`src/sdr_params.svh`:
```
`ifndef SDR_PARAMS_SVH
`define SDR_PARAMS_SVH
`define SDR_NCH        10
`define SDR_CODE_OK    2'h3
`define SDR_FRAME_BITS 5'h10
`define SDR_HALF_BITS  5'h08
`define SDR_LAST_IDX   4'hf
`define SDR_CMD_BANK_A 4'h2
`define SDR_CMD_BANK_B 4'h3
`define SDR_COMBO_HDR  3'h0
`define SDR_SEL_DIAG1  5'h11
`define SDR_SEL_DIAG2  5'h12
`define SDR_SEL_DIAG3  5'h13
`define SDR_BANK_TAG   3'h1
`define SDR_ONES2      2'h3
`define SDR_ZERO4      4'h0
`define SDR_MODE_RESET 4'hf
`define SDR_ON_RESET   4'h0
`define SDR_SPI_IDLE   3'h4
`define SDR_PIN_IDLE   4'h0
`endif

```
`src/sdr_pkg.sv`:
```
package sdr_pkg;
  // Frame tracking, one-hot
  typedef enum logic [1:0] {
    SDR_ST_IDLE  = 2'b01,
    SDR_ST_FRAME = 2'b10
  } sdr_state_e;
  // What the previous complete frame asked to have returned
  typedef enum logic [3:0] {
    SDR_RESP_NONE  = 4'b0001,
    SDR_RESP_COMBO = 4'b0010,
    SDR_RESP_BANKA = 4'b0100,
    SDR_RESP_BANKB = 4'b1000
  } sdr_resp_e;
endpackage

```
`src/sdr_sync.sv`:
```
`timescale 1ns/10ps
// Two-stage synchroniser for pin inputs
module sdr_sync #(
  parameter int unsigned  W         = 1,      // Bits to synchronise
  parameter logic [W-1:0] RESET_VAL = '0      // Idle level held in reset
) (
  input  wire logic         sys_clk,          // System clock
  input  wire logic         rst_n,            // Reset, active low
  input  wire logic [W-1:0] async_in,         // Pin levels
  output logic      [W-1:0] sync_out          // Synchronised levels
);
  logic [W-1:0] meta_reg;                     // First stage, only read below
  logic [W-1:0] meta_next;                    // Next first stage
  logic [W-1:0] sync_next;                    // Next second stage

  // Next values; first stage feeds second stage only
  always_comb begin
    meta_next = async_in;
    sync_next = meta_reg;
  end

  // Both stages reset to the pins' idle level, so that no false edge
  // reaches the edge detectors in the cycles after reset
  always_ff @(posedge sys_clk or negedge rst_n) begin
    if (!rst_n) begin
      meta_reg <= RESET_VAL;
      sync_out <= RESET_VAL;
    end else begin
      meta_reg <= meta_next;
      sync_out <= sync_next;
    end
  end
endmodule // sdr_sync

```
`src/sdr_top.sv`:
```
`timescale 1ns/10ps
`include "sdr_params.svh"
// Diagnosis storage with SPI readout and pin-set commands
module sdr_top (
  input  wire logic        sys_clk,           // 10 MHz system clock
  input  wire logic        arst_n,            // Async reset, active low
  input  wire logic        spi_cs_n,          // SPI chip select pin
  input  wire logic        spi_sck,           // SPI clock pin
  input  wire logic        spi_si,            // SPI serial in pin
  output logic             spi_so,            // SPI serial out data
  output logic             spi_so_oe_n,       // SO enable, low drives
  input  wire logic [9:0]  fault_event,       // Per channel new fault pulse
  input  wire logic [19:0] fault_code_in,     // Per channel new code
  input  wire logic [3:0]  par_in,            // Input pins ch7..ch10
  output logic [3:0]       ch_parallel,       // Ch7..10 parallel mode
  output logic [3:0]       ch_serial_on       // Ch7..10 serial on state
);
  logic        rst_meta_reg;                  // Reset release stage one
  logic        rst_n;                         // Synchronised reset
  logic [2:0]  spi_s;                         // Synced cs_n, sck, si
  logic [3:0]  par_s;                         // Synced input pins
  logic        cs_n_s;                        // Synced chip select
  logic        sck_s;                         // Synced clock
  logic        si_s;                          // Synced data
  logic        cs_d_reg;                      // Previous chip select
  logic        sck_d_reg;                     // Previous clock
  logic        cs_fall;                       // Frame start
  logic        cs_rise;                       // Frame end
  logic        sck_rise;                      // Sample edge
  logic        sck_fall;                      // Drive edge
  logic [19:0] code_reg;                      // Stored fault codes
  logic [19:0] code_next;                     // Next fault codes
  logic [19:0] snap_reg;                      // Codes captured at cs fall
  logic [19:0] snap_next;                     // Next capture
  sdr_pkg::sdr_state_e st_reg;                // Frame state
  sdr_pkg::sdr_state_e st_next;               // Next frame state
  sdr_pkg::sdr_resp_e  resp_reg;              // Pending answer kind
  sdr_pkg::sdr_resp_e  resp_next;             // Next answer kind
  logic [4:0]  cnt_reg;                       // Bits received
  logic [4:0]  cnt_next;                      // Next bit count
  logic [3:0]  idx_reg;                       // Bit being driven
  logic [3:0]  idx_next;                      // Next driven bit
  logic [15:0] rx_reg;                        // Received shift register
  logic [15:0] rx_next;                       // Next received bits
  logic [15:0] tx_reg;                        // Word being returned
  logic [15:0] tx_next;                       // Next returned word
  logic [3:0]  mode_next;                     // Next parallel modes
  logic [3:0]  on_next;                       // Next serial on bits
  logic        so_next;                       // Next SO bit
  logic [7:0]  diag1;                         // Diagnosis byte one
  logic [7:0]  diag2;                         // Diagnosis byte two
  logic [7:0]  diag3;                         // Diagnosis byte three
  logic [11:0] bank_low;                      // Bank of channels 1..6
  logic [11:0] bank_high;                     // Bank of channels 7..10
  logic [7:0]  pin_feedback_byte;             // Pin feedback byte
  logic [14:0] bank_body;                     // Bank frame below parity
  logic [7:0]  up_byte;                       // Upper byte, mid frame
  logic [4:0]  diag_select;                   // Selector, mid frame
  logic [3:0]  any_bad;                       // Per channel pair fault flags

  // Reset release through two flops; assert is immediate
  always_ff @(posedge sys_clk or negedge arst_n) begin
    if (!arst_n) begin
      rst_meta_reg <= 1'b0;
      rst_n        <= 1'b0;
    end else begin
      rst_meta_reg <= 1'b1;
      rst_n        <= rst_meta_reg;
    end
  end

  // Pins cross into the clock domain through two flops each
  // Chip select idles high, so its stages reset high
  sdr_sync #(.W(3), .RESET_VAL(`SDR_SPI_IDLE)) u_spi_sync (
    .sys_clk   (sys_clk),
    .rst_n     (rst_n),
    .async_in  ({spi_cs_n, spi_sck, spi_si}),
    .sync_out  (spi_s)
  );
  sdr_sync #(.W(4), .RESET_VAL(`SDR_PIN_IDLE)) u_pin_sync (
    .sys_clk   (sys_clk),
    .rst_n     (rst_n),
    .async_in  (par_in),
    .sync_out  (par_s)
  );

  assign cs_n_s   = spi_s[2];
  assign sck_s    = spi_s[1];
  assign si_s     = spi_s[0];
  // Edges; sck needs several system clocks per phase to be seen
  assign cs_fall  = cs_d_reg & ~cs_n_s;
  assign cs_rise  = ~cs_d_reg & cs_n_s;
  assign sck_rise = ~sck_d_reg & sck_s & ~cs_n_s;
  assign sck_fall = sck_d_reg & ~sck_s & ~cs_n_s;

  // Fault storage, newest event overwrites
  genvar g;
  generate
    for (g = 0; g < `SDR_NCH; g++) begin : g_ch
      always_comb begin
        if (fault_event[g]) begin
          code_next[2*g+1:2*g] = fault_code_in[2*g+1:2*g];
        end else begin
          code_next[2*g+1:2*g] = code_reg[2*g+1:2*g];
        end
      end
    end
  endgenerate

  // Summary flags per group, fault is any code other than ok
  always_comb begin
    any_bad[0] = (snap_reg[1:0]   != `SDR_CODE_OK) |
                 (snap_reg[3:2]   != `SDR_CODE_OK);
    any_bad[1] = (snap_reg[5:4]   != `SDR_CODE_OK) |
                 (snap_reg[7:6]   != `SDR_CODE_OK);
    any_bad[2] = (snap_reg[13:12] != `SDR_CODE_OK) |
                 (snap_reg[15:14] != `SDR_CODE_OK);
    any_bad[3] = (snap_reg[17:16] != `SDR_CODE_OK) |
                 (snap_reg[19:18] != `SDR_CODE_OK);
  end

  // Diagnosis bytes from the frame snapshot, banks from the live codes
  assign diag1     = snap_reg[7:0];
  assign diag3     = snap_reg[19:12];
  assign diag2     = {any_bad[0] | any_bad[1], any_bad[2] | any_bad[3],
                      `SDR_ONES2, snap_reg[11:8]};
  assign bank_low  = code_reg[11:0];
  assign bank_high = {`SDR_ZERO4, code_reg[19:12]};
  // Feedback per channel: pin level if parallel, echo if serial
  assign pin_feedback_byte = {(ch_parallel & par_s) |
                              (~ch_parallel & ch_serial_on),
                              ch_parallel};
  assign up_byte     = rx_reg[7:0];
  assign diag_select = up_byte[4:0];

  // Bank body selected from the pending answer kind
  always_comb begin
    if (resp_reg == sdr_pkg::SDR_RESP_BANKB) begin
      bank_body = {`SDR_BANK_TAG, bank_high};
    end else begin
      bank_body = {`SDR_BANK_TAG, bank_low};
    end
  end

  // Frame engine next values
  always_comb begin
    st_next   = st_reg;
    resp_next = resp_reg;
    cnt_next  = cnt_reg;
    idx_next  = idx_reg;
    rx_next   = rx_reg;
    tx_next   = tx_reg;
    snap_next = snap_reg;
    mode_next = ch_parallel;
    on_next   = ch_serial_on;
    unique case (st_reg)
      sdr_pkg::SDR_ST_IDLE: begin
        if (cs_fall) begin
          st_next   = sdr_pkg::SDR_ST_FRAME;
          cnt_next  = 5'h00;
          idx_next  = 4'h0;
          snap_next = code_reg;
          // Combo upper byte answers the previous frame's lower byte; a bank answer fills all 16 bits
          unique case (resp_reg)
            sdr_pkg::SDR_RESP_COMBO:
              tx_next = {pin_feedback_byte, 8'h00};
            sdr_pkg::SDR_RESP_BANKA,
            sdr_pkg::SDR_RESP_BANKB:
              tx_next = {^bank_body, bank_body};
            sdr_pkg::SDR_RESP_NONE:
              tx_next = 16'h0000;
          endcase
        end
      end
      sdr_pkg::SDR_ST_FRAME: begin
        if (sck_rise && cnt_reg != `SDR_FRAME_BITS) begin
          rx_next  = {rx_reg[14:0], si_s};
          cnt_next = cnt_reg + 5'h01;
        end
        if (sck_fall && idx_reg != `SDR_LAST_IDX) begin
          idx_next = idx_reg + 4'h1;
        end
        // Lower byte is settled before its first bit is driven
        if (cnt_reg == `SDR_HALF_BITS &&
            up_byte[7:5] == `SDR_COMBO_HDR) begin
          unique case (diag_select)
            `SDR_SEL_DIAG1: tx_next[7:0] = diag1;
            `SDR_SEL_DIAG2: tx_next[7:0] = diag2;
            `SDR_SEL_DIAG3: tx_next[7:0] = diag3;
            default:        tx_next[7:0] = tx_reg[7:0];
          endcase
        end
        if (cs_rise) begin
          st_next   = sdr_pkg::SDR_ST_IDLE;
          resp_next = sdr_pkg::SDR_RESP_NONE;
          // Short frames are discarded and answer nothing; long frames keep their first 16 bits
          if (cnt_reg == `SDR_FRAME_BITS) begin
            if (rx_reg[15:13] == `SDR_COMBO_HDR &&
                (rx_reg[12:8] == `SDR_SEL_DIAG1 ||
                 rx_reg[12:8] == `SDR_SEL_DIAG2 ||
                 rx_reg[12:8] == `SDR_SEL_DIAG3)) begin
              resp_next = sdr_pkg::SDR_RESP_COMBO;
              mode_next = rx_reg[3:0];
              on_next   = rx_reg[7:4];
            end else if (rx_reg[15:12] == `SDR_CMD_BANK_A) begin
              resp_next = sdr_pkg::SDR_RESP_BANKA;
            end else if (rx_reg[15:12] == `SDR_CMD_BANK_B) begin
              resp_next = sdr_pkg::SDR_RESP_BANKB;
            end
          end
        end
      end
    endcase
    so_next = tx_reg[`SDR_LAST_IDX - idx_reg];
  end

  // Registers of the frame engine and fault store
  always_ff @(posedge sys_clk or negedge rst_n) begin
    if (!rst_n) begin
      code_reg     <= {`SDR_NCH{`SDR_CODE_OK}};
      snap_reg     <= {`SDR_NCH{`SDR_CODE_OK}};
      st_reg       <= sdr_pkg::SDR_ST_IDLE;
      resp_reg     <= sdr_pkg::SDR_RESP_NONE;
      cnt_reg      <= 5'h00;
      idx_reg      <= 4'h0;
      rx_reg       <= 16'h0000;
      tx_reg       <= 16'h0000;
      cs_d_reg     <= 1'b1;
      sck_d_reg    <= 1'b0;
      ch_parallel  <= `SDR_MODE_RESET;
      ch_serial_on <= `SDR_ON_RESET;
      spi_so       <= 1'b0;
      spi_so_oe_n  <= 1'b1;
    end else begin
      code_reg     <= code_next;
      snap_reg     <= snap_next;
      st_reg       <= st_next;
      resp_reg     <= resp_next;
      cnt_reg      <= cnt_next;
      idx_reg      <= idx_next;
      rx_reg       <= rx_next;
      tx_reg       <= tx_next;
      cs_d_reg     <= cs_n_s;
      sck_d_reg    <= sck_s;
      ch_parallel  <= mode_next;
      ch_serial_on <= on_next;
      spi_so       <= so_next;
      spi_so_oe_n  <= cs_n_s;
    end
  end
endmodule // sdr_top

```
`config.mk`:
```
export PLATFORM = sky130hd
export DESIGN_NAME = sdr_top
export DESIGN_NICKNAME = d
export VERILOG_FILES = /design/src/sdr_pkg.sv /design/src/sdr_sync.sv /design/src/sdr_top.sv
export VERILOG_INCLUDE_DIRS = /design/src
export SDC_FILE = /design/constraint.sdc
export NUM_CORES = 1
export LEC_CHECK = 0
export ABC_AREA = 1
export BUFFER_PORTS_ARGS = -buffer_cell sky130_fd_sc_hd__buf_2
export CAP_MARGIN = 0
export CORE_UTILIZATION = 35
export CTS_CLUSTER_SIZE = 30
export DETAILED_ROUTE_END_ITERATION = 7
export GPL_TIMING_DRIVEN = 0
export PLACE_DENSITY = 0.59
export SYNTH_ARGS = -nofsm -noshare
export SYNTH_HDL_FRONTEND = slang
export SYNTH_SLANG_ARGS = --single-unit
```
`constraint.sdc`:
```
create_clock -name sys_clk -period 10.3 [get_ports sys_clk]
set_input_delay 2.06 -clock sys_clk [delete_from_list [all_inputs] [get_ports sys_clk]]
set_output_delay 2.06 -clock sys_clk [all_outputs]
set_load 0.01 [all_outputs]
```
Word-level counts from Yosys, hierarchy flattened
Cells that the tools add are included.

cells by class
  add/sub/neg operators = 3
  magnitude comparators = 1
  equal/unequal tests = 32
  multiplexer cells = 21
  bitwise gates (word level) = 20
  reductions and logical operators = 18

operators with widths
  operator               number
  $pmux W16 S3           1
  $eq A5 B5 Y1 const B   7
  $ne A2 B2 Y1 const B   13
  $mux W4                6
  $pmux W8 S3            1
  $mux W8                2
  $pmux W8 S2            1
  $reduce_xor A15 Y1     1
  $eq A4 B2 Y1 const B   3
  $mux W12               1
  $reduce_and A2 Y1      6
  $mux W5                2
  $pmux W5 S2            1
  $and A4 B4 Y4          2
  $pmux W4 S2            1
  $and A1 B1 Y1          6
  $logic_not A3 Y1       2
  $or A1 B1 Y1           6
  $add A5 B1 Y5 const B  1
  $eq A5 B4 Y1 const B   1
  $lt A4 B5 Y1 const B   1
  $ne A5 B5 Y1 const B   1
  $add A4 B1 Y4 const B  1
  $bmux W1 S4            1
  other kinds (19)       27

storage, ports and cells
  register bits after elaboration = 114
  input port bits = 39
  output and inout bits = 10
  word-level logic and storage cells = 124

Depth between registers and ports, before layout
  depth in word-level cells = 6
  mapped depth = 16
  mapped depth without buffers = 15

Cells and area by module
From an unflattened synthesis, not the netlist that was laid out.

second synthesis, totals
  cells, all modules = 605
  area, all modules = 5285.1 um^2

by module, submodules not included
  module                 times used  cells each  area an instance (um^2)  sequential area each (um^2)
  sdr_top                1           591         4932.2                   2561.2
  sdr_sync (u_pin_sync)  1           8           200.2                    200.2
  sdr_sync (u_spi_sync)  1           6           152.6                    152.6

Worst setup path after synthesis
No wires, ideal clock.

  kind = register to output
  start = reg ch_parallel[0]
  end = out ch_parallel[0]
  arrival = 554 ps
  path slack = 7686 ps
  stages on the path, launching flop included = 1
  cell sequence = dfstp_2

RTL lines
  what                    line            text
  start, declared         sdr_top.sv:15   output logic [3:0] ch_parallel,
  start signal, assigned  sdr_top.sv:230  ch_parallel <= `SDR_MODE_RESET;
  start signal, assigned  sdr_top.sv:245  ch_parallel <= mode_next;

No word-level cell between the ends.

Worst setup path after layout
  start = reg ch_parallel[0]
  end = out ch_parallel[0]

No word-level cell between the ends.

==> flow_summary.toml <==
[synthesis]
synth_ff_type = "dfrtp_1"
seq_area_frac_synth_pct = 55.5
yosys.cell_types.count = 41
synth_nets = 636
synth_area_per_cell_um2 = 8.84
synth-edff-count = 0
synth_area_um2 = 5250
synth_warnings = 0
netlist_instances = 594
synthArstFlopShare_pct = 100
ys_ff_latch = 114

[cts]
clock_tree.root_cell = "clkbuf_16"
path_clk_slew_ns = 0.05
cts_buffer_depth = 2
htree_levels = 4
insertion_delay_ns = 0.41
cts.repair.resized = 0
postCtsSetupBuffers = 0
cts_made_buffers = 17
hold_buffers = 0
cts_num_sinks = 114
tritoncts = "built"

[power_and_ir_drop]
max-vdd-ir-drop_mv = 0.0826
clockPowerShare_pct = 38.2
combinationalPowerShare_pct = 16.8
swShare_pct = 29.0
p_leak_nw = 2.97
switchingPower_mw = 0.405
power_density_nw_per_um2 = 222
power_mw = 1.40
power.internal_mw = 0.990
pwr-share-seq_pct = 45.0

[final_layout]
layout.cells.non_filler = 859
fin_nets = 704
drive_above_1_share_pct = 25.3
final_util_pct = 43.2
area_growth_pct = 19.8
diodes = 0
final_common_cell = "nand2_1"
design_area_um2 = 6300
final_cell_mix = "nand2_1, o21ai_0, dfrtp_1"

[sta]
fin_ws_ns = 7.11
holdWs_ns = 0.344
hold_violations = 0
setup-tns-final_ns = 0
period_share_pct = 31.0
tightest_slew_ns = 0.579
drv_slew = 0
fin_worst_skew_ns = 0.00797
timing.fmax_ghz = 0.313
fin_crit_ns = 3.19
slew_headroom_pct = 61.0
finalSetupViolCount = 0
rsz0062_at_grt = "no"

[drt]
wl_per_cell_um = 13.9
drc = 0
ant_nets = 0
vias = 4280
dr.first_iter.drc_count = 258
via_per_inst = 4.98
drtPass1Iterations = 5
routed_wl_mm = 12.0

[setup_path]
crit_required_ns = 8.24
crit_fanout = 5
worstPathCellList = "buf_2"
critPathCaptureType = "output pin"
path_buf_inv = 1
cp_slowest_cell = "dfstp_2"
r2r_end = "tx_reg[15]"
criticalPathCategory = "register to output pin"
crit_family = "flip-flops"
reg2reg_from = "resp_reg[1]"
cp-start-kind = "register"
worstRegToRegCells = 12
arrival_ns = 1.13
slowest_delay_ns = 0.58
rrSetupSlack_ns = 8.34

[place]
hpwl_mm = 8.89
place_area_um2 = 5760
portBuffers = 48
dp.cells = 827
gp_congestion = 0.865
pre_cts_ws_ns = 7.53

[global_route]
antenna_found_initial = 0
overflow = 0
grt_first_pass_wirelength_mm = 20.6
grt_max_degree = 71
grt_pass1_vias = 4281
grt_use_total_pct = 16.8

[status]
status = "completed"

[min_path]
hp-class = "register to asynchronous set/reset pin"

[floorplan]
die_h_um = 125
die-width_um = 125
ioPinCount = 49
core_area_um2 = 14600
rows = 44
start_util_pct = 36.0
dieArea_um2 = 15500

[job]
drv_cap = 0
[area by class of cell]
cell class,instances,area [um^2]
Fill cell,1393,8290
Tap cell,184,230
Multi-Input combinational cell,388,1960
Clock inverter,10,86.3
Clock buffer,22,454
Buffer,18,97.6
Inverter,74,278
Timing Repair Buffer,49,268
Sequential cell,114,2920
[worst max path at each step]
stage	from	endpoint	slack [ns]	depth (start not counted)
6_report	ch_parallel[0]	ch_parallel[0]	7.11	1
5_1_grt	ch_parallel[0]	ch_parallel[0]	7.07	1
4_1_cts	ch_parallel[0]	ch_parallel[0]	7.09	1
3_5_place_dp	ch_parallel[0]	ch_parallel[0]	7.53	1
3_3_place_gp	rst_n	u_pin_sync.sync_out[1]	5.78	0
2_1_floorplan	rst_n	ch_serial_on[0]	6.97	0
[Yosys cell counts, types with 3 or more instances]
library cell | count | area share, %
o21ai_0 | 68 | 6.5
o221ai_1 | 4 | 0.67
o21ai_2 | 3 | 0.50
nand2_2 | 4 | 0.48
a22oi_1 | 5 | 0.71
dfstp_2 | 49 | 25
nand2_1 | 160 | 11
nor2_4 | 5 | 1.1
nor2_1 | 21 | 1.5
clkbuf_1 | 7 | 0.50
inv_1 | 62 | 4.4
dfrtp_1 | 65 | 31
nand4_1 | 8 | 0.95
o21ai_1 | 11 | 1.0
nor4_1 | 3 | 0.36
xor2_1 | 4 | 0.67
mux2_2 | 6 | 1.3
buf_2 | 6 | 0.57
inv_2 | 11 | 0.79
a21oi_1 | 17 | 1.6
ha_1 | 3 | 0.71
o211ai_1 | 8 | 1.1
o21a_1 | 5 | 0.71
nand3_1 | 36 | 3.4
[power groups by stage]
stage / Combinational (mW) / Clock (mW) / Sequential [mW]
floorplan: 0.172 / 0 / 0.615
finish: 0.234 / 0.534 / 0.627
CTS: 0.235 / 0.543 / 0.627
global route: 0.270 / 0.564 / 0.641
detailed placement: 0.234 / 0 / 0.632
global placement: 0.221 / 0 / 0.637
[per-layer routing]
layer / GRT usage (%) / up-vias / share of wire (%)
met1: 22.8 / 2072 / 49
met4: 8.08 / 0 / 2.2
met3: 3.52 / 18 / 3.6
met5: 0 / - / 0
met2: 25.4 / 95 / 45
li1: - / 2095 / -
[logic make-up (layout without fill, tap and decap cells)]
logic type | after synthesis | in the layout | synth area share, %
other | 1 | 1 | 0.0714
xor gates and xnor gates | 6 | 6 | 1.00
AOI/OAI and AO/OA | 128 | 128 | 13.9
buffers and inverters | 92 | 173 | 7.14
adders and majority gates | 3 | 3 | 0.715
muxes | 6 | 6 | 1.29
DFF | 114 | 114 | 55.5
and+or+nand+nor | 244 | 244 | 20.4
(Power assumes the default switching activity.)
